`config.mk`:
```
export PLATFORM = sky130hd
export DESIGN_NAME = cfg_fn1_regs
export DESIGN_NICKNAME = d
export VERILOG_FILES = /design/src/inc/cfg_fn1_pkg.sv /design/src/hdl/cfg_fn1_regs.sv
export SDC_FILE = /design/constraint.sdc
export NUM_CORES = 1
export LEC_CHECK = 0
export BUFFER_PORTS_ARGS = -buffer_cell sky130_fd_sc_hd__clkbuf_2
export CELL_PAD_IN_SITES_DETAIL_PLACEMENT = 0
export CELL_PAD_IN_SITES_GLOBAL_PLACEMENT = 1
export CORE_AREA = 2 2 89 91
export CTS_CLUSTER_DIAMETER = 50
export CTS_CLUSTER_SIZE = 8
export DETAILED_ROUTE_END_ITERATION = 8
export DIE_AREA = 0 0 91 93
export GPL_TIMING_DRIVEN = 1
export PLACE_DENSITY_LB_ADDON = 0.05
export SETUP_SLACK_MARGIN = 0.2
export SLEW_MARGIN = 20
export SYNTH_ARGS = -nofsm -noshare
export SYNTH_HDL_FRONTEND = slang
export SYNTH_SLANG_ARGS = --single-unit
```
`constraint.sdc`:
```
create_clock -name clk -period 1 [get_ports clk]
set_clock_uncertainty 0.15 [all_clocks]
set_input_delay 0 -clock clk [delete_from_list [all_inputs] [get_ports clk]]
set_output_delay 0 -clock clk [all_outputs]
set_load 0.03 [all_outputs]
```
`src/inc/cfg_fn1_pkg.sv`:
```
// Functional notes
// - Function number bits must equal one
// - Claim only with idsel high, ad[1:0]=00
// - Registers spaced in four-byte steps
// - Configuration cycles answered at all times
// - Burst reads and writes accepted
// - Writes to read-only locations complete, discarded
// - Unimplemented locations and bits read zero
// - Select register by ad[7:2] and byte enables
// - Optional header registers left unimplemented
// - Read/write bits reset to zero
// - Write one clears status bit
// - Identity register read-only, device and maker
// - Command zero blocks non-configuration cycles
// - Unassigned command bits read zero
// - Bit 31 set on any parity error
// - Bit 30 set when system error signalled
// - Bits 29/28 on master or target abort
// - Bit 27 set when target abort signalled
// - Decode timing field reads fixed 01
// - Bit 24 on reported parity, enable gated
// - Bit 23 back-to-back capable reads one
// - Bit 20 capabilities list reads one
// - Command bits enable memory and mastering
// - Command bits enable parity and error driver
`default_nettype none
package cfg_fn1_pkg;
   localparam logic [2:0]  FUNC_NUM          = 3'h1;
   localparam logic [1:0]  CFG_TYPE_BITS     = 2'h0;
   localparam logic [7:0]  OFF_IDENTITY      = 8'h00;
   localparam logic [7:0]  OFF_CMD_STATUS    = 8'h04;
   // Arbitrary neutral identity values
   localparam logic [15:0] DEVICE_CODE       = 16'h0001;
   localparam logic [15:0] MAKER_CODE        = 16'hfffe;
   localparam int          BIT_MEM_EN        = 1;
   localparam int          BIT_MASTER_EN     = 2;
   localparam int          BIT_PARITY_EN     = 6;
   localparam int          BIT_SERR_EN       = 8;
   localparam logic [15:0] CMD_WRITE_MASK    = 16'h0146;
   localparam logic [15:0] CMD_RESET         = 16'h0000;
   localparam logic [15:0] STAT_FIXED        = 16'h0290;
   localparam logic [15:0] STAT_W1C_MASK     = 16'hf900;
   localparam logic [15:0] STAT_RESET        = 16'h0000;
   localparam int          ST_PARITY         = 15;
   localparam int          ST_SERR           = 14;
   localparam int          ST_RX_MABORT      = 13;
   localparam int          ST_RX_TABORT      = 12;
   localparam int          ST_TX_TABORT      = 11;
   localparam int          ST_DATA_PAR       = 8;

   typedef struct packed {
      logic parity_err;
      logic serr_asserted;
      logic master_abort;
      logic target_abort_rx;
      logic target_abort_tx;
      logic perr_reported;
   } bus_events_type;

   typedef struct packed {
      logic [7:0]  addr;
      logic [3:0]  be;
      logic [31:0] data;
      logic        write;
   } cfg_req_type;
endpackage : cfg_fn1_pkg
`default_nettype wire

```
`src/hdl/cfg_fn1_regs.sv`:
```
`timescale 1ns/1ps
`default_nettype none
module cfg_fn1_regs
   import cfg_fn1_pkg::*;
(
   // Clock and reset
   input  wire logic           clk,
   input  wire logic           rst_b,
   // Configuration data phase from the target sequencer
   input  wire logic           cfg_phase,
   input  wire logic           idsel,
   input  wire logic [2:0]     func_sel,
   input  wire logic [1:0]     ad_low,
   input  wire cfg_req_type    req,
   // Bus events from the function
   input  wire bus_events_type events,
   // Results
   output logic                claim_q,
   output logic [31:0]         rdata_q,
   output logic                mem_enable_q,
   output logic                master_enable_q,
   output logic                parity_enable_q,
   output logic                serr_enable_q,
   output logic                bus_active_q
);

   logic [15:0] cmd_q;
   logic [15:0] stat_q;
   logic        hit;
   logic        wr_cmd;

   function automatic logic [15:0] lane_mask(input logic [1:0] be);
      lane_mask = {{8{be[1]}}, {8{be[0]}}};
   endfunction : lane_mask

   // ------------------------------------------------------------
   // Decode
   // ------------------------------------------------------------
   // No gating by command state: config space is always reachable
   assign hit = cfg_phase && idsel && (ad_low == CFG_TYPE_BITS)
                && (func_sel == FUNC_NUM);
   // Word index from ad[7:2]; each phase is decoded on its own
   assign wr_cmd = hit && req.write
                   && ({req.addr[7:2], 2'b00} == OFF_CMD_STATUS);

   // Anything short of a full match must leave no trace
   property p_no_claim;
      @(posedge clk) disable iff (!rst_b)
      !hit |=> !claim_q;
   endproperty
   a_no_claim: assert property (p_no_claim)
      else $error("claim without a valid phase");

   property p_no_effect;
      @(posedge clk) disable iff (!rst_b)
      !hit |=> cmd_q == $past(cmd_q);
   endproperty
   a_no_effect: assert property (p_no_effect)
      else $error("ignored cycle changed command");

   property p_burst;
      @(posedge clk) disable iff (!rst_b)
      (hit ##1 hit) |=> claim_q;
   endproperty
   a_burst: assert property (p_burst)
      else $error("second burst phase not claimed");

   // ------------------------------------------------------------
   // Command half
   // ------------------------------------------------------------
   always_ff @(posedge clk or negedge rst_b) begin
      if (!rst_b) begin
         cmd_q <= CMD_RESET;
      end else if (wr_cmd) begin
         cmd_q <= (cmd_q & ~lane_mask(req.be[1:0]))
                  | (req.data[15:0] & lane_mask(req.be[1:0])
                     & CMD_WRITE_MASK);
      end
   end

   // ------------------------------------------------------------
   // Status half
   // ------------------------------------------------------------
   logic [15:0] set_bits;
   logic [15:0] clr_bits;
   always_comb begin
      set_bits = 16'h0000;
      set_bits[ST_PARITY]    = events.parity_err;
      set_bits[ST_SERR]      = events.serr_asserted;
      set_bits[ST_RX_MABORT] = events.master_abort;
      set_bits[ST_RX_TABORT] = events.target_abort_rx;
      set_bits[ST_TX_TABORT] = events.target_abort_tx;
      set_bits[ST_DATA_PAR]  = events.perr_reported
                               && cmd_q[BIT_PARITY_EN];
      clr_bits = wr_cmd ? (req.data[31:16] & lane_mask(req.be[3:2])
                           & STAT_W1C_MASK) : 16'h0000;
   end

   // Set wins over a clear in the same cycle
   always_ff @(posedge clk or negedge rst_b) begin
      if (!rst_b) begin
         stat_q <= STAT_RESET;
      end else begin
         stat_q <= (stat_q & ~clr_bits) | set_bits;
      end
   end

   property p_serr_set;
      @(posedge clk) disable iff (!rst_b)
      events.serr_asserted |=> stat_q[ST_SERR];
   endproperty
   a_serr_set: assert property (p_serr_set)
      else $error("system error status not set");

   property p_mabort_set;
      @(posedge clk) disable iff (!rst_b)
      events.master_abort |=> stat_q[ST_RX_MABORT];
   endproperty
   a_mabort_set: assert property (p_mabort_set)
      else $error("master abort status not set");

   property p_rx_tabort_set;
      @(posedge clk) disable iff (!rst_b)
      events.target_abort_rx |=> stat_q[ST_RX_TABORT];
   endproperty
   a_rx_tabort_set: assert property (p_rx_tabort_set)
      else $error("received target abort status not set");

   property p_tx_tabort_set;
      @(posedge clk) disable iff (!rst_b)
      events.target_abort_tx |=> stat_q[ST_TX_TABORT];
   endproperty
   a_tx_tabort_set: assert property (p_tx_tabort_set)
      else $error("signalled target abort status not set");

   property p_perr_set;
      @(posedge clk) disable iff (!rst_b)
      (events.perr_reported && cmd_q[BIT_PARITY_EN])
      |=> stat_q[ST_DATA_PAR];
   endproperty
   a_perr_set: assert property (p_perr_set)
      else $error("data parity status not set");

   property p_stat_hold;
      @(posedge clk) disable iff (!rst_b)
      (!wr_cmd && events == '0) |=> stat_q == $past(stat_q);
   endproperty
   a_stat_hold: assert property (p_stat_hold)
      else $error("status changed without cause");

   property p_w1c_lanes;
      @(posedge clk) disable iff (!rst_b)
      (wr_cmd && !req.be[3]) |=> ($past(stat_q) & ~stat_q) == 16'h0000;
   endproperty
   a_w1c_lanes: assert property (p_w1c_lanes)
      else $error("status cleared through disabled lane");

   // ------------------------------------------------------------
   // Read path and outputs
   // ------------------------------------------------------------
   always_ff @(posedge clk or negedge rst_b) begin
      if (!rst_b) begin
         rdata_q <= 32'h0000_0000;
         claim_q <= 1'b0;
      end else begin
         claim_q <= hit;
         if (hit && !req.write) begin
            unique case ({req.addr[7:2], 2'b00})
               OFF_IDENTITY:   rdata_q <= {DEVICE_CODE, MAKER_CODE};
               OFF_CMD_STATUS: rdata_q <= {stat_q | STAT_FIXED,
                                           cmd_q};
               default:        rdata_q <= 32'h0000_0000;
            endcase
         end
      end
   end

   property p_cmd_read;
      @(posedge clk) disable iff (!rst_b)
      (hit && !req.write && req.addr[7:2] == 6'h01)
      |=> (rdata_q[15:0] & ~CMD_WRITE_MASK) == 16'h0000;
   endproperty
   a_cmd_read: assert property (p_cmd_read)
      else $error("unassigned command bit read one");

   property p_stat_reserved;
      @(posedge clk) disable iff (!rst_b)
      (hit && !req.write && req.addr[7:2] == 6'h01)
      |=> (rdata_q[31:16] & ~(STAT_W1C_MASK | STAT_FIXED)) == 16'h0000;
   endproperty
   a_stat_reserved: assert property (p_stat_reserved)
      else $error("reserved status bit read one");

   property p_ro_write;
      @(posedge clk) disable iff (!rst_b)
      (hit && req.write && req.addr[7:2] != 6'h01)
      |=> cmd_q == $past(cmd_q) && ($past(stat_q) & ~stat_q) == 16'h0000;
   endproperty
   a_ro_write: assert property (p_ro_write)
      else $error("write to read-only location took effect");

   always_ff @(posedge clk or negedge rst_b) begin
      if (!rst_b) begin
         mem_enable_q    <= 1'b0;
         master_enable_q <= 1'b0;
         parity_enable_q <= 1'b0;
         serr_enable_q   <= 1'b0;
         bus_active_q    <= 1'b0;
      end else begin
         mem_enable_q    <= cmd_q[BIT_MEM_EN];
         master_enable_q <= cmd_q[BIT_MASTER_EN];
         parity_enable_q <= cmd_q[BIT_PARITY_EN];
         serr_enable_q   <= cmd_q[BIT_SERR_EN];
         bus_active_q    <= |cmd_q;
      end
   end

   // Enables trail the command write by one more clock
   property p_mem_en;
      @(posedge clk) disable iff (!rst_b)
      (wr_cmd && req.be[0])
      |=> ##1 mem_enable_q == $past(req.data[BIT_MEM_EN], 2);
   endproperty
   a_mem_en: assert property (p_mem_en)
      else $error("memory enable does not follow write");

   property p_master_en;
      @(posedge clk) disable iff (!rst_b)
      (wr_cmd && req.be[0])
      |=> ##1 master_enable_q == $past(req.data[BIT_MASTER_EN], 2);
   endproperty
   a_master_en: assert property (p_master_en)
      else $error("master enable does not follow write");

   property p_parity_en;
      @(posedge clk) disable iff (!rst_b)
      (wr_cmd && req.be[0])
      |=> ##1 parity_enable_q == $past(req.data[BIT_PARITY_EN], 2);
   endproperty
   a_parity_en: assert property (p_parity_en)
      else $error("parity enable does not follow write");

   property p_serr_en;
      @(posedge clk) disable iff (!rst_b)
      (wr_cmd && req.be[1])
      |=> ##1 serr_enable_q == $past(req.data[BIT_SERR_EN], 2);
   endproperty
   a_serr_en: assert property (p_serr_en)
      else $error("error driver enable does not follow write");

   property p_active_on;
      @(posedge clk) disable iff (!rst_b)
      (cmd_q != 16'h0000) |=> bus_active_q;
   endproperty
   a_active_on: assert property (p_active_on)
      else $error("inactive with nonzero command");

   property p_cmd_zero_idle;
      @(posedge clk) disable iff (!rst_b)
      (cmd_q == 16'h0000) |=> !mem_enable_q && !master_enable_q;
   endproperty
   a_cmd_zero_idle: assert property (p_cmd_zero_idle)
      else $error("enabled with zero command");

   property p_reset_vals;
      @(posedge clk) disable iff (!rst_b)
      $rose(rst_b) |-> cmd_q == CMD_RESET && stat_q == STAT_RESET;
   endproperty
   a_reset_vals: assert property (p_reset_vals)
      else $error("register not cleared by reset");

   // ------------------------------------------------------------
   // Checks
   // ------------------------------------------------------------
   property p_claim_func;
      @(posedge clk) disable iff (!rst_b)
      (cfg_phase && func_sel != FUNC_NUM) |=> !claim_q;
   endproperty
   a_claim_func: assert property (p_claim_func)
      else $error("claimed other function");

   property p_claim_ok;
      @(posedge clk) disable iff (!rst_b)
      (cfg_phase && idsel && ad_low == 2'b00 && func_sel == FUNC_NUM)
      |=> claim_q;
   endproperty
   a_claim_ok: assert property (p_claim_ok)
      else $error("valid config cycle not claimed");

   property p_id_read;
      @(posedge clk) disable iff (!rst_b)
      (hit && !req.write && req.addr[7:2] == 6'h00)
      |=> rdata_q == {DEVICE_CODE, MAKER_CODE};
   endproperty
   a_id_read: assert property (p_id_read)
      else $error("identity read wrong");

   property p_unimpl_zero;
      @(posedge clk) disable iff (!rst_b)
      (hit && !req.write && req.addr[7:2] > 6'h01)
      |=> rdata_q == 32'h0000_0000;
   endproperty
   a_unimpl_zero: assert property (p_unimpl_zero)
      else $error("unimplemented read not zero");

   property p_fixed_bits;
      @(posedge clk) disable iff (!rst_b)
      (hit && !req.write && req.addr[7:2] == 6'h01)
      |=> rdata_q[26:25] == 2'b01 && rdata_q[23] && rdata_q[20];
   endproperty
   a_fixed_bits: assert property (p_fixed_bits)
      else $error("fixed status bits wrong");

   property p_parity_set;
      @(posedge clk) disable iff (!rst_b)
      events.parity_err |=> stat_q[ST_PARITY];
   endproperty
   a_parity_set: assert property (p_parity_set)
      else $error("parity status not set");

   property p_w1c;
      @(posedge clk) disable iff (!rst_b)
      (wr_cmd && req.be[3] && req.data[31] && !events.parity_err)
      |=> !stat_q[ST_PARITY];
   endproperty
   a_w1c: assert property (p_w1c)
      else $error("write one did not clear");

   property p_w0_keep;
      @(posedge clk) disable iff (!rst_b)
      (stat_q[ST_SERR] && !(wr_cmd && req.be[3] && req.data[30]))
      |=> stat_q[ST_SERR];
   endproperty
   a_w0_keep: assert property (p_w0_keep)
      else $error("status bit lost");

   property p_perr_gate;
      @(posedge clk) disable iff (!rst_b)
      (events.perr_reported && !cmd_q[BIT_PARITY_EN]
       && !stat_q[ST_DATA_PAR]) |=> !stat_q[ST_DATA_PAR];
   endproperty
   a_perr_gate: assert property (p_perr_gate)
      else $error("data parity set while disabled");

   property p_cmd_unused;
      @(posedge clk) disable iff (!rst_b)
      (cmd_q & ~CMD_WRITE_MASK) == 16'h0000;
   endproperty
   a_cmd_unused: assert property (p_cmd_unused)
      else $error("unused command bit set");

   property p_be_lane;
      @(posedge clk) disable iff (!rst_b)
      (wr_cmd && !req.be[1]) |=> cmd_q[15:8] == $past(cmd_q[15:8]);
   endproperty
   a_be_lane: assert property (p_be_lane)
      else $error("disabled byte lane written");

   property p_active;
      @(posedge clk) disable iff (!rst_b)
      (cmd_q == 16'h0000) |=> !bus_active_q;
   endproperty
   a_active: assert property (p_active)
      else $error("active with zero command");

endmodule : cfg_fn1_regs
`default_nettype wire

```
==> Word-level counts from Yosys, hierarchy flattened <==
Index checks and enable logic that the tools add are counted.
{ "word_totals": {"in_bits": 60, "ff_bits": 70, "latchBits": 0, "mem_count": 0, "ramBits": 0, "output_inout_bits": 38, "elab_cells": 32, "mem_bits_ro": 0} }
{ "op_classes": {"muxes": 2, "n_addsub": 0, "n_eq_ne": 2, "shifts": 0, "n_mul": 0, "reduce_logical": 11, "bitwise": 8, "div_mod_pow": 0, "order_cmp": 0} }
{ "ops": {"columns": ["cell", "n"], "rows": [
  ["$pmux 32 s2", 1],
  ["$and 16x16->16", 3],
  ["$not 16->16", 2],
  ["$mux 16", 1],
  ["$or 16x16->16", 1],
  ["$or 16x9->16", 1],
  ["$reduce_or 16->1", 1],
  ["$and 9x9->9", 1],
  ["$logic_and 1x1->1", 7],
  ["$eq 6x1->1 const B", 1],
  ["$logic_not 6->1", 1],
  ["$eq 3x1->1 const B", 1],
  ["$logic_not 2->1", 1],
  ["$logic_not 1->1", 1]
]} }

==> Depth between registers and ports, before layout <==
Gate-level depths: netlist (run 1).
{ "logic_depth": {"depth_word": 9, "depth_mapped": 5, "mapped_depth_nobuf": 3} }

==> Worst setup path after synthesis (run 1) <==
Ideal clock, no wire load.
{ "synth_timing": {"kind": "input to register", "startpoint": "in ad_low[0]", "endpoint": "reg rdata_q[0]", "path_slack_ns": -0.856, "n_path_buf": 2, "arrival_time_ns": 1.581, "stages": 5, "t_required_ns": 0.725, "setup_time_ns": 0.125, "path_cell_list": "or4b_1 buf_2 nor4_4 buf_6 mux2_2"} }
{ "synth_via": {"elab_chain_len": 4} }
{ "synth_rtl": {"columns": ["item", "line_no", "text"], "rows": [
  ["from (decl)", "cfg_fn1_regs.sv:13", "input wire logic [1:0] ad_low,"],
  ["$logic_not 2->1", "cfg_fn1_regs.sv:40", "assign hit = cfg_phase && idsel && (ad_low == CFG_TYPE_BITS)"],
  ["$logic_and 1x1->1", "cfg_fn1_regs.sv:40", null],
  ["$logic_and 1x1->1", "cfg_fn1_regs.sv:41", "&& (func_sel == FUNC_NUM);"],
  ["$logic_and 1x1->1", "cfg_fn1_regs.sv:167", "if (hit && !req.write) begin"],
  ["to (signal assigned)", "cfg_fn1_regs.sv:169", "OFF_IDENTITY: rdata_q <= {DEVICE_CODE, MAKER_CODE};"],
  ["to (signal assigned)", "cfg_fn1_regs.sv:170", "OFF_CMD_STATUS: rdata_q <= {stat_q | STAT_FIXED,"],
  ["to (decl)", "cfg_fn1_regs.sv:19", "output logic [31:0] rdata_q,"]
]} }
No other way between the ends.
A chain may end at the register's enable or synchronous reset.

==> Worst setup path after layout (run 1) <==
{ "layout_timing": {"startpoint": "in ad_low[0]", "endpoint": "reg rdata_q[10]"} }
Same word-level chain as after synthesis.

==> results of run 1 <==
[layer usage]
| metal | track usage, % | up-vias | share of wire [%] |
|---|---|---|---|
| li1 | - | 852 | - |
| met1 | 17.3 | 800 | 46 |
| met2 | 22.2 | 41 | 49 |
| met3 | 3.06 | 5 | 4.0 |
| met4 | 3.79 | 0 | 0.90 |
| met5 | 0 | - | 0 |
[Yosys cell counts]
master      n
or3_1       1
nor4_4      3
inv_1       7
or4b_1      1
mux2_2     28
nand2_1     7
buf_2       1
o21ai_0     1
a31oi_1     5
buf_6       2
nand4bb_1   1
nor4_2      1
buf_4       8
nand4b_1    3
conb_1      1
dfrtp_1    52
nor3_1     24
nand4_1     1
nor4_1      5
clkbuf_1    8
a2bb2oi_1   1
or2_2       1
nor2_1      5
nor2b_1    27
[power groups by stage]
stage	registers, mW	logic, mW	clock network, mW
final	2.11	0.368	1.55
after detailed placement	2.15	0.322	0
after floorplan	2.16	0.147	0
after CTS	2.11	0.374	1.61
after global placement	2.15	0.326	0
after global routing	2.11	0.406	1.71
[through the flow]
step	setup TNS [ps]	utilization (%)	area (um^2)	power [mW]
floorplan	-29680	-	2360	2.31
CTS	-19520	46.5	3500	4.10
global placement	-33640	38.8	2920	2.48
detailed placement	-33950	38.8	2920	2.47
finish	-19140	47.7	3590	4.02
global route	-21560	47.7	3590	4.22
[what timing repair did]
item,4_1_cts,5_1_grt
endpoints found under the setup margin,82,82
gates cloned,0,0
resized for setup,74,39
hold endpoints to repair,63,6
pin swaps,0,2
setup buffers,0,2
[cells in the final DEF, fill, tap and decap left out, drive strengths merged, types with 3 or more instances in the layout]
| cell | count |
|---|---|
| buf | 60 |
| nand4b | 3 |
| nor3 | 24 |
| dfrtp | 52 |
| nor2b | 27 |
| nor4 | 9 |
| nor2 | 5 |
| nand2 | 7 |
| dlygate4sd3 | 12 |
| inv | 7 |
| clkbuf | 41 |
| a31oi | 5 |
| conb | 6 |
| mux2 | 28 |
[flip-flops by register name, summed over array words and instances, names as in the netlist, named ones only]
signal	cells
serr_enable_q	1
stat_q	6
rdata_q	24
claim_q	1
cmd_q	12
parity_enable_q	1
bus_active_q	1
master_enable_q	1
mem_enable_q	1
[how the worst max path moves through the flow]
stage / start / to / slack (ps)
floorplan: ad_low[0] / rdata_q[0]$_DFFE_PN0P_ / -830
global placement: ad_low[0] / rdata_q[4]$_DFFE_PN0P_ / -790
detailed placement: ad_low[0] / rdata_q[27]$_DFFE_PN0P_ / -810
CTS: ad_low[0] / rdata_q[10]$_DFFE_PN0P_ / -490
global route: ad_low[0] / rdata_q[9]$_DFFE_PN0P_ / -520
finish: ad_low[0] / rdata_q[10]$_DFFE_PN0P_ / -500
[final cells by class]
class | count | area, um^2 | area share [%]
Clock inverter | 1 | 30.0 | 0.837
Sequential cell | 52 | 1300 | 36.3
Timing Repair Buffer | 106 | 1040 | 29.0
Inverter | 7 | 26.3 | 0.732
Multi-Input combinational cell | 121 | 963 | 26.8
Tap cell | 102 | 128 | 3.56
Clock buffer | 7 | 96.3 | 2.68
[kinds of logic (layout without fill, tap and decap cells)]
logic type,after synthesis,after routing
DFF,52,52
buffers and inverters,26,121
muxes,28,28
and+or+nand+nor,80,80
other,1,6
AOI/OAI and AO/OA,7,7
==> metrics.md, run 1 <==
| Metric | Value |
|---|---|
| HP Start | `req[3]` |
| Critical path type | `in2reg` |
| Total Routing Usage GR | `13.3%` |
| # DRC | `0` |
| Simple-gate portion of the synthesized area | `a little over a fifth` |
| Clock Path Buffers | `2` |
| Routed len/inst | `roughly 13 um` |
| Via density | `between 4 and 5` |
| CTS tree | `built` |
| Non-filler cells, final | `396` |
| Critical path depth | `5` |
| CP endpoint kind | `register` |
| Main combinational cell family by area after synthesis | `simple AND/OR/NAND/NOR gates` |
| Final Max Slew Viols | `0` |
| Antenna cell count | `0` |
| Ranking of synthesized cells by area | `dfrtp_1 (56%), mux2_2 (14%), nor2b_1 (7.3%), nor3_1 (5.2%), nor4_4 (2.8%)` |
| Global placement routability congestion | `between 0.7 and 0.8` |
| Clock sink count | `52` |
| Reg clk slew, reported paths | `90 ps` |
| Psw | `slightly below 900 uW` |
| Post-DP HPWL | `3.70 mm` |
| Place WS | `-807 ps` |
| Crit-path max FO | `24` |
| Post-synth top area share | `56.2%` |
| Cell Chain, Critical Path | `clkbuf_2 -> or4b_4 -> nor4_4 -> buf_12 -> mux2_2` |
| Flops & latches, synth | `52` |
| Switching Share | `roughly 22%` |
| Setup Viol. Count Final | `60` |
| Largest net degree at the start of global routing | `between 50 and 60` |
| Synth Area in XOR/XNOR | `0%` |
| WHS | `-225 ps` |
| Nets@finish | `~350` |
| Cts bufs inserted | `5` |
| H-tree depth | `2` |
| Synth Area in Adders | `0%` |
| Vias in the first global route | `between 1,500 and 2,000` |
| Count of input and output buffers | `66` |
| Failing checks | `negative hold slack, negative setup slack` |
| CP required | `1030 ps` |
| HP Class | `in2reg` |
| DRT iter0 DRCs | `51` |
| Initial antenna violation count | `0` |
| Sequential share of power | `a little over half` |
| WP buf/inv | `2` |
| Final WS setup | `-501 ps` |
| CP max-delay cell | `or4b_4` |
| DIE HEIGHT | `about 93 um` |
| P_leak | `1.76 nW` |
| Syn Area/Cell | `11.9 um^2` |
| RSZ-0062 raised after global routing | `yes` |
| Min Tclk post-route | `1500 ps` |
| Post-synth design cell area | `2320 um^2` |
| PwrDens | `around 1100 nW/um^2` |
| Max stage delay on crit path | `580 ps` |
| Crit path DAT | `between 1500 and 2000 ps` |
| Insertion delay to the later sink of the worst-skew pair | `~300 ps` |
| Area grow syn2layout | `54.9%` |
| Tcrit/Tclk final | `150%` |
| First-pass GRT wire length | `just under 9 mm` |
| Vias | `between 1,500 and 2,000` |
| Clk pwr share | `around two fifths` |
| ANT nets after route | `0` |
| Detailed-route wire length | `between 5 and 6 mm` |
| Reg2reg end | `rdata_q[7]$_DFFE_PN0P_` |
| Crit start category | `input port` |
| Crit path max-delay family | `simple AND/OR/NAND/NOR gates` |
| Core area | `roughly 7500 um^2` |
| MaxCap Viol Count | `0` |
| Status | `finished, violations left` |
| Register-to-Register Setup Slack | `-140 ps` |
| Gate power share | `a little under a tenth` |
| Final hold vios | `6` |
| Placed cells | `374` |
| Placement Rows | `32` |
| Die width | `about 90 um` |
| Register area share after synthesis | `a little under three fifths` |
| Max Clk Rate | `around 0.67 GHz` |
| Synth unique cells | `24` |
| Share of cells above drive strength 1 | `between 40 and 50%` |
| Compound-Gate Fraction of Synth Area | `about 1.9%` |
| Worst reg2reg path startpoint | `cmd_q[7]$_DFFE_PN0P_` |
| Detailed Routing Iterations Pass 1 | `4` |
| Reg2reg path depth | `3` |
| GRT overflow | `0` |
| Hold-fix buffers, CTS | `12` |
| Worst VDD drop | `0.693 mV` |
| Fill cell count | `approximately 750` |
| Die area | `roughly 8500 um^2` |
| Hold Path Cell Cnt | `2` |
| Mux cell area share after synthesis | `between 10% and 20%` |
| Synth area leader | `dfrtp_1` |
| Syn. warnings | `0` |
| CTS Root Cell | `clkbuf_8` |
| Initial core utilization | `a little under a third` |
| Internal power | `between 3 and 4 mW` |
| Top-level I/O count | `a little under 100` |
| Post-Syn Instances | `194` |
Power figures use the tool's default switching activity.
==> inputs of run 2 (changes only) <==
--- a/config.mk
+++ b/config.mk
@@ -15,7 +15,6 @@
 export DIE_AREA = 0 0 91 93
 export GPL_TIMING_DRIVEN = 1
 export PLACE_DENSITY_LB_ADDON = 0.05
-export SETUP_SLACK_MARGIN = 0.2
 export SLEW_MARGIN = 20
 export SYNTH_ARGS = -nofsm -noshare
 export SYNTH_HDL_FRONTEND = slang
==> run 2 against run 1 <==
  * Maximum frequency increased by 0.53%
  * Critical path depth increased by 1
  * The run ends with negative setup slack left
  * Clock power down 21%
  * Largest power group unchanged
  * Global-route usage grew 1.0 points
  * Design area is 2.4% higher
  * Largest cell class unchanged
  * Non-clock buffer count rose by 5
  * Hold slack improved by 310 ps
  * Via count rose by 3.0%
  * Sequential power about the same
  * Count of clock-buffer cells in the layout is the same
  * Power fell by 7.0%
  * Combinational power increased by 7.9%
==> metrics.md, run 2 (synthesis gave the netlist of run 1 again) <==
| Metric | Value |
|---|---|
| Most frequent cells in the layout | `dfrtp_1 (51), clkbuf_2 (34), buf_8 (33)` |
| Initial antenna violation count | `0` |
| Insertion delay to the later sink of the worst-skew pair | `around 300 ps` |
| Status | `finished, violations left` |
| Final Max Slew Viols | `0` |
| Crit-path max FO | `12` |
| Top Registers | `rdata_q x24, cmd_q x12, stat_q x6` |
| Vias in the first global route | `approximately 1,800` |
| Count of input and output buffers | `66` |
| DRT iter0 DRCs | `63` |
| CP endpoint kind | `register` |
| Global placement routability congestion | `roughly 0.70` |
| Register-to-Register Setup Slack | `-130 ps` |
| Reg2reg path depth | `4` |
| Detailed Routing Iterations Pass 1 | `6` |
| Via density | `4.36` |
| Cts bufs inserted | `5` |
| Die area | `8460 um^2` |
| Crit path to | `rdata_q[4]$_DFFE_PN0P_` |
| Reg clk slew, reported paths | `around 90 ps` |
| Reg2reg end | `rdata_q[0]$_DFFE_PN0P_` |
| Detailed-route wire length | `between 5 and 6 mm` |
| Placed cells | `between 300 and 400` |
| Nets@finish | `358` |
| Commonest non-fill, non-tap cell in the layout | `dfrtp_1` |
| HP Class | `in2async` |
| Reg with most FFs | `rdata_q` |
| Area of the multi-input gates | `roughly 1000 um^2` |
| Final hold vios | `0` |
| Critical path type | `in2reg` |
| GRT overflow | `0` |
| Top-level I/O count | `roughly 100` |
| ANT nets after route | `0` |
| Initial core utilization | `between 30% and 40%` |
| CTS Root Cell | `clkbuf_8` |
| Routed len/inst | `about 14 um` |
| CP required | `roughly 1000 ps` |
| Max reg flops | `24` |
| Critical path startpoint | `ad_low[0]` |
| Failing checks | `negative setup slack` |
| Final Instance Area | `about 3700 um^2` |
| FF+latch area | `1300 um^2` |
| Tcrit/Tclk final | `149%` |
| DIE HEIGHT | `93 um` |
| Crit start category | `input port` |
| Vias | `between 1,500 and 2,000` |
| Clock sink count | `52` |
| Area grow syn2layout | `58.6%` |
| Worst reg2reg path startpoint | `cmd_q[0]$_DFFE_PN0P_` |
| First-pass GRT wire length | `9.58 mm` |
| Core area | `approximately 7500 um^2` |
| RSZ-0062 raised after global routing | `yes` |
| Max Clk Rate | `~0.67 GHz` |
| Placed inst area | `about 2900 um^2` |
| Die width | `between 90 and 100 um` |
| MaxCap Viol Count | `0` |
| PwrDens | `1020 nW/um^2` |
| Setup Viol. Count Final | `68` |
| Worst VDD drop | `just under 0.5 mV` |
| Clock Path Buffers | `2` |
| Fill cell count | `737` |
| Min Tclk post-route | `between 1000 and 1500 ps` |
| P_leak | `roughly 1.8 nW` |
| Total Routing Usage GR | `between 10% and 20%` |
| CTS tree | `built` |
| Share of cells above drive strength 1 | `46.8%` |
| H-tree depth | `2` |
| Post-DP HPWL | `roughly 3.7 mm` |
| Placement Rows | `32` |
| Largest net degree at the start of global routing | `53` |
| # DRC | `0` |
| Antenna cell count | `0` |
| Crit path DAT | `1530 ps` |
| Final WS setup | `-493 ps` |
| Non-filler cells, final | `approximately 400` |
==> run 2: worst min path at each step <==
stage / from / endpoint / cells past startpoint
2_1_floorplan: rst_b / asynchronous set/reset pin / 0
4_1_cts: rst_b / stat_q[11]$_DFF_PN0_ / 3
6_report: rst_b / claim_q$_DFF_PN0_ / 3
5_1_grt: req[36] / stat_q[8]$_DFF_PN0_ / 5
3_3_place_gp: rst_b / claim_q$_DFF_PN0_ / 2
3_5_place_dp: rst_b / claim_q$_DFF_PN0_ / 2
==> run 2: final cells by class <==
class | instances | share of cell area (%)
sequential | 52 | 35.4
multi-input combinational | 121 | 27.2
clock buffer | 7 | 2.35
inverter | 7 | 0.715
timing repair buffer | 111 | 30.6
tap | 102 | 3.47
clock inverter | 1 | 0.204
==> run 2: what timing repair did <==
item | 4_1_cts | 5_1_grt
buffers inserted | 6 | 2
hold buffers | 19 | 0
hold endpoints to repair | 63 | 0
pin swaps | 10 | 4
resized for setup | 94 | 37
gates cloned | 1 | 0
endpoints found under the setup margin | 79 | 80
==> run 2: critical path: stages <==
cell	delay (ps)
clkbuf_2	80
or4b_4	560
nor4_4	240
buf_6	170
buf_12	140
mux2_2	330
==> run 2: per-stage QoR <==
| step | setup TNS [ps] | hold slack, ps | utilization (%) | power (mW) | worst slack (ps) |
|---|---|---|---|---|---|
| global placement | -34430 | -122 | 38.1 | 2.46 | -821 |
| detailed placement | -34680 | -128 | 38.1 | 2.46 | -841 |
| CTS | -19240 | 85.9 | 48.1 | 3.82 | -478 |
| global route | -21170 | 102 | 48.8 | 3.94 | -548 |
| floorplan | -29680 | -446 | - | 2.31 | -832 |
| finish | -17990 | 81.3 | 48.8 | 3.74 | -493 |
==> run 2: per-layer routing <==
layer	vias up	wire length, um	track usage [%]
met5	-	0	0
met4	0	36	2.65
met3	4	214	3.38
met2	35	2790	23.3
met1	848	2740	19.7
li1	862	-	-
==> run 2: report_power, final <==
group	switching, mW	total [mW]	leakage, nW	internal, mW
Combinational	0.207	0.397	1.04	0.190
Clock	0.671	1.23	0.0445	0.564
Sequential	0.00444	2.11	0.694	2.11
==> inputs of run 3 (changes only) <==
==> constraint.sdc (replaced) <==
create_clock -name clk -period 1 [get_ports clk]
set_clock_uncertainty 0.15 [all_clocks]
set_input_delay 0 -clock clk [delete_from_list [all_inputs] [get_ports clk]]
set_output_delay 0 -clock clk [all_outputs]
set_load 0.01 [all_outputs]
==> run 3 against run 2 <==
  * Register-to-register slack is essentially flat
  * Critical path depth is the same
  * Utilization down 4.2 points
  * First-iteration DRC count grew 4.8%
  * The flow still finishes with violations (negative setup slack)
  * Count of clock-buffer cells in the layout is the same
  * Design area shrank 8.6%
  * Clock power about the same
  * Via count down 1.1%
  * Largest power group unchanged
==> metrics.md, run 3 (synthesis gave the netlist of run 1 again) <==
| Metric | Value |
|---|---|
| Status | `finished, violations left` |
| Failing checks | `negative setup slack` |
| Top Registers | `rdata_q x24, cmd_q x12, stat_q x6` |
| DRT iter0 DRCs | `66` |
| Worst reg2reg path startpoint | `cmd_q[0]$_DFFE_PN0P_` |
| Die width | `between 90 and 100 um` |
| Final WS setup | `-495 ps` |
| Initial antenna violation count | `0` |
| HP Class | `in2async` |
| Most frequent cells in the layout | `clkbuf_2 (64), dfrtp_1 (52), nor2b_1 (26)` |
| Placed cells | `around 370` |
| CP endpoint kind | `register` |
| Antenna cell count | `0` |
| Vias in the first global route | `1,778` |
| Reg with most FFs | `rdata_q` |
| Critical path startpoint | `ad_low[0]` |
| CP required | `between 1000 and 1500 ps` |
| Post-DP HPWL | `roughly 3.7 mm` |
| Non-filler cells, final | `between 400 and 500` |
| Tcrit/Tclk final | `150%` |
| GRT overflow | `0` |
| Detailed-route wire length | `roughly 5.7 mm` |
| Reg clk slew, reported paths | `around 80 ps` |
| Final core occ | `around 45%` |
| Final Instance Area | `about 3400 um^2` |
| Final Max Slew Viols | `0` |
| DIE HEIGHT | `93 um` |
| Initial core utilization | `30.8%` |
| Clock Path Buffers | `2` |
| Cts bufs inserted | `5` |
| Routed len/inst | `14.1 um` |
| MaxCap Viol Count | `0` |
| Max Clk Rate | `about 0.67 GHz` |
| Commonest non-fill, non-tap cell in the layout | `clkbuf_2` |
| Crit-path max FO | `12` |
| Min Tclk post-route | `around 1500 ps` |
| Fill cell count | `768` |
| Die area | `8460 um^2` |
| Crit start category | `input port` |
| Global placement routability congestion | `between 0.6 and 0.7` |
| Core area | `about 7500 um^2` |
| Area of the multi-input gates | `1000 um^2` |
| Vias | `1,729` |
| Placement Rows | `32` |
| Nets@finish | `358` |
| Total Routing Usage GR | `between 10% and 20%` |
| P_leak | `between 1.5 and 2 nW` |
| CTS tree | `built` |
| Insertion delay to the later sink of the worst-skew pair | `300 ps` |
| Detailed Routing Iterations Pass 1 | `4` |
| First-pass GRT wire length | `9.28 mm` |
| Crit path DAT | `between 1500 and 2000 ps` |
| CTS Root Cell | `clkbuf_8` |
| Via density | `approximately 4.3` |
| Max reg flops | `24` |
| Count of input and output buffers | `66` |
| Setup Viol. Count Final | `51` |
| ANT nets after route | `0` |
| Area grow syn2layout | `45.0%` |
| Critical path type | `in2reg` |
| RSZ-0062 raised after global routing | `yes` |
| Top-level I/O count | `98` |
| Place WS | `-841 ps` |
| # DRC | `0` |
| Share of cells above drive strength 1 | `a little under half` |
| H-tree depth | `2` |
| PwrDens | `1100 nW/um^2` |
| Worst VDD drop | `approximately 0.48 mV` |
| Clock sink count | `52` |
| FF+latch area | `about 1300 um^2` |
| Largest net degree at the start of global routing | `between 50 and 60` |
| Placed inst area | `~2900 um^2` |
| Final hold vios | `0` |
[run 3: worst paths after layout]
path | slack [ps] | endpoint | cells past startpoint
max in group asynchronous | 380 | master_enable_q$_DFF_PN0_ | 3
min in group clk | 100 | stat_q[8]$_DFF_PN0_ | 5
worst max register to register | -130 | rdata_q[0]$_DFFE_PN0P_ | 4
worst min-delay path | 90 | claim_q$_DFF_PN0_ | 3
worst max-delay path | -500 | rdata_q[0]$_DFFE_PN0P_ | 6
worst min register to register | 310 | parity_enable_q$_DFF_PN0_ | 0
[run 3: layout make-up]
class	instances	share of cell area, %
clock buffer	7	2.57
clock inverter	1	0.223
inverter	7	0.782
multi-input combinational	121	29.8
sequential	52	38.7
tap	102	3.80
timing repair buffer	111	24.1
[run 3: where the power goes]
| part | internal, mW | total (mW) | switching [mW] |
|---|---|---|---|
| logic | 0.181 | 0.361 | 0.180 |
| registers | 2.11 | 2.11 | 0.00258 |
| clock network | 0.564 | 1.24 | 0.677 |
[run 3: timing repair]
action                                  CTS  global route
gates resized for setup                  30             7
cloned                                    1             0
setup buffers                             6             2
endpoints found under the setup margin   51            70
endpoints found under the hold margin    63             0
pin swaps                                10             4
hold buffers                             19             0
[run 3: metrics by stage]
step	TNS, ps	total power, mW	hold WS [ps]
global route	-20000	3.91	102
CTS	-18420	3.79	85.9
global placement	-34430	2.44	-122
floorplan	-29680	2.28	-446
finish	-17600	3.71	86.3
detailed placement	-34680	2.44	-128
[run 3: layer usage]
metal,vias up,track usage [%],wire length (um)
li1,863,-,-
met1,827,19.8,2790
met2,35,21.8,2620
met3,4,3.06,226
met4,0,2.65,36
met5,-,0,0
[run 3: critical path, stage by stage]
cell,delay (ps)
clkbuf_2,80
or4b_4,560
nor4_4,240
buf_6,170
buf_12,140
mux2_2,330
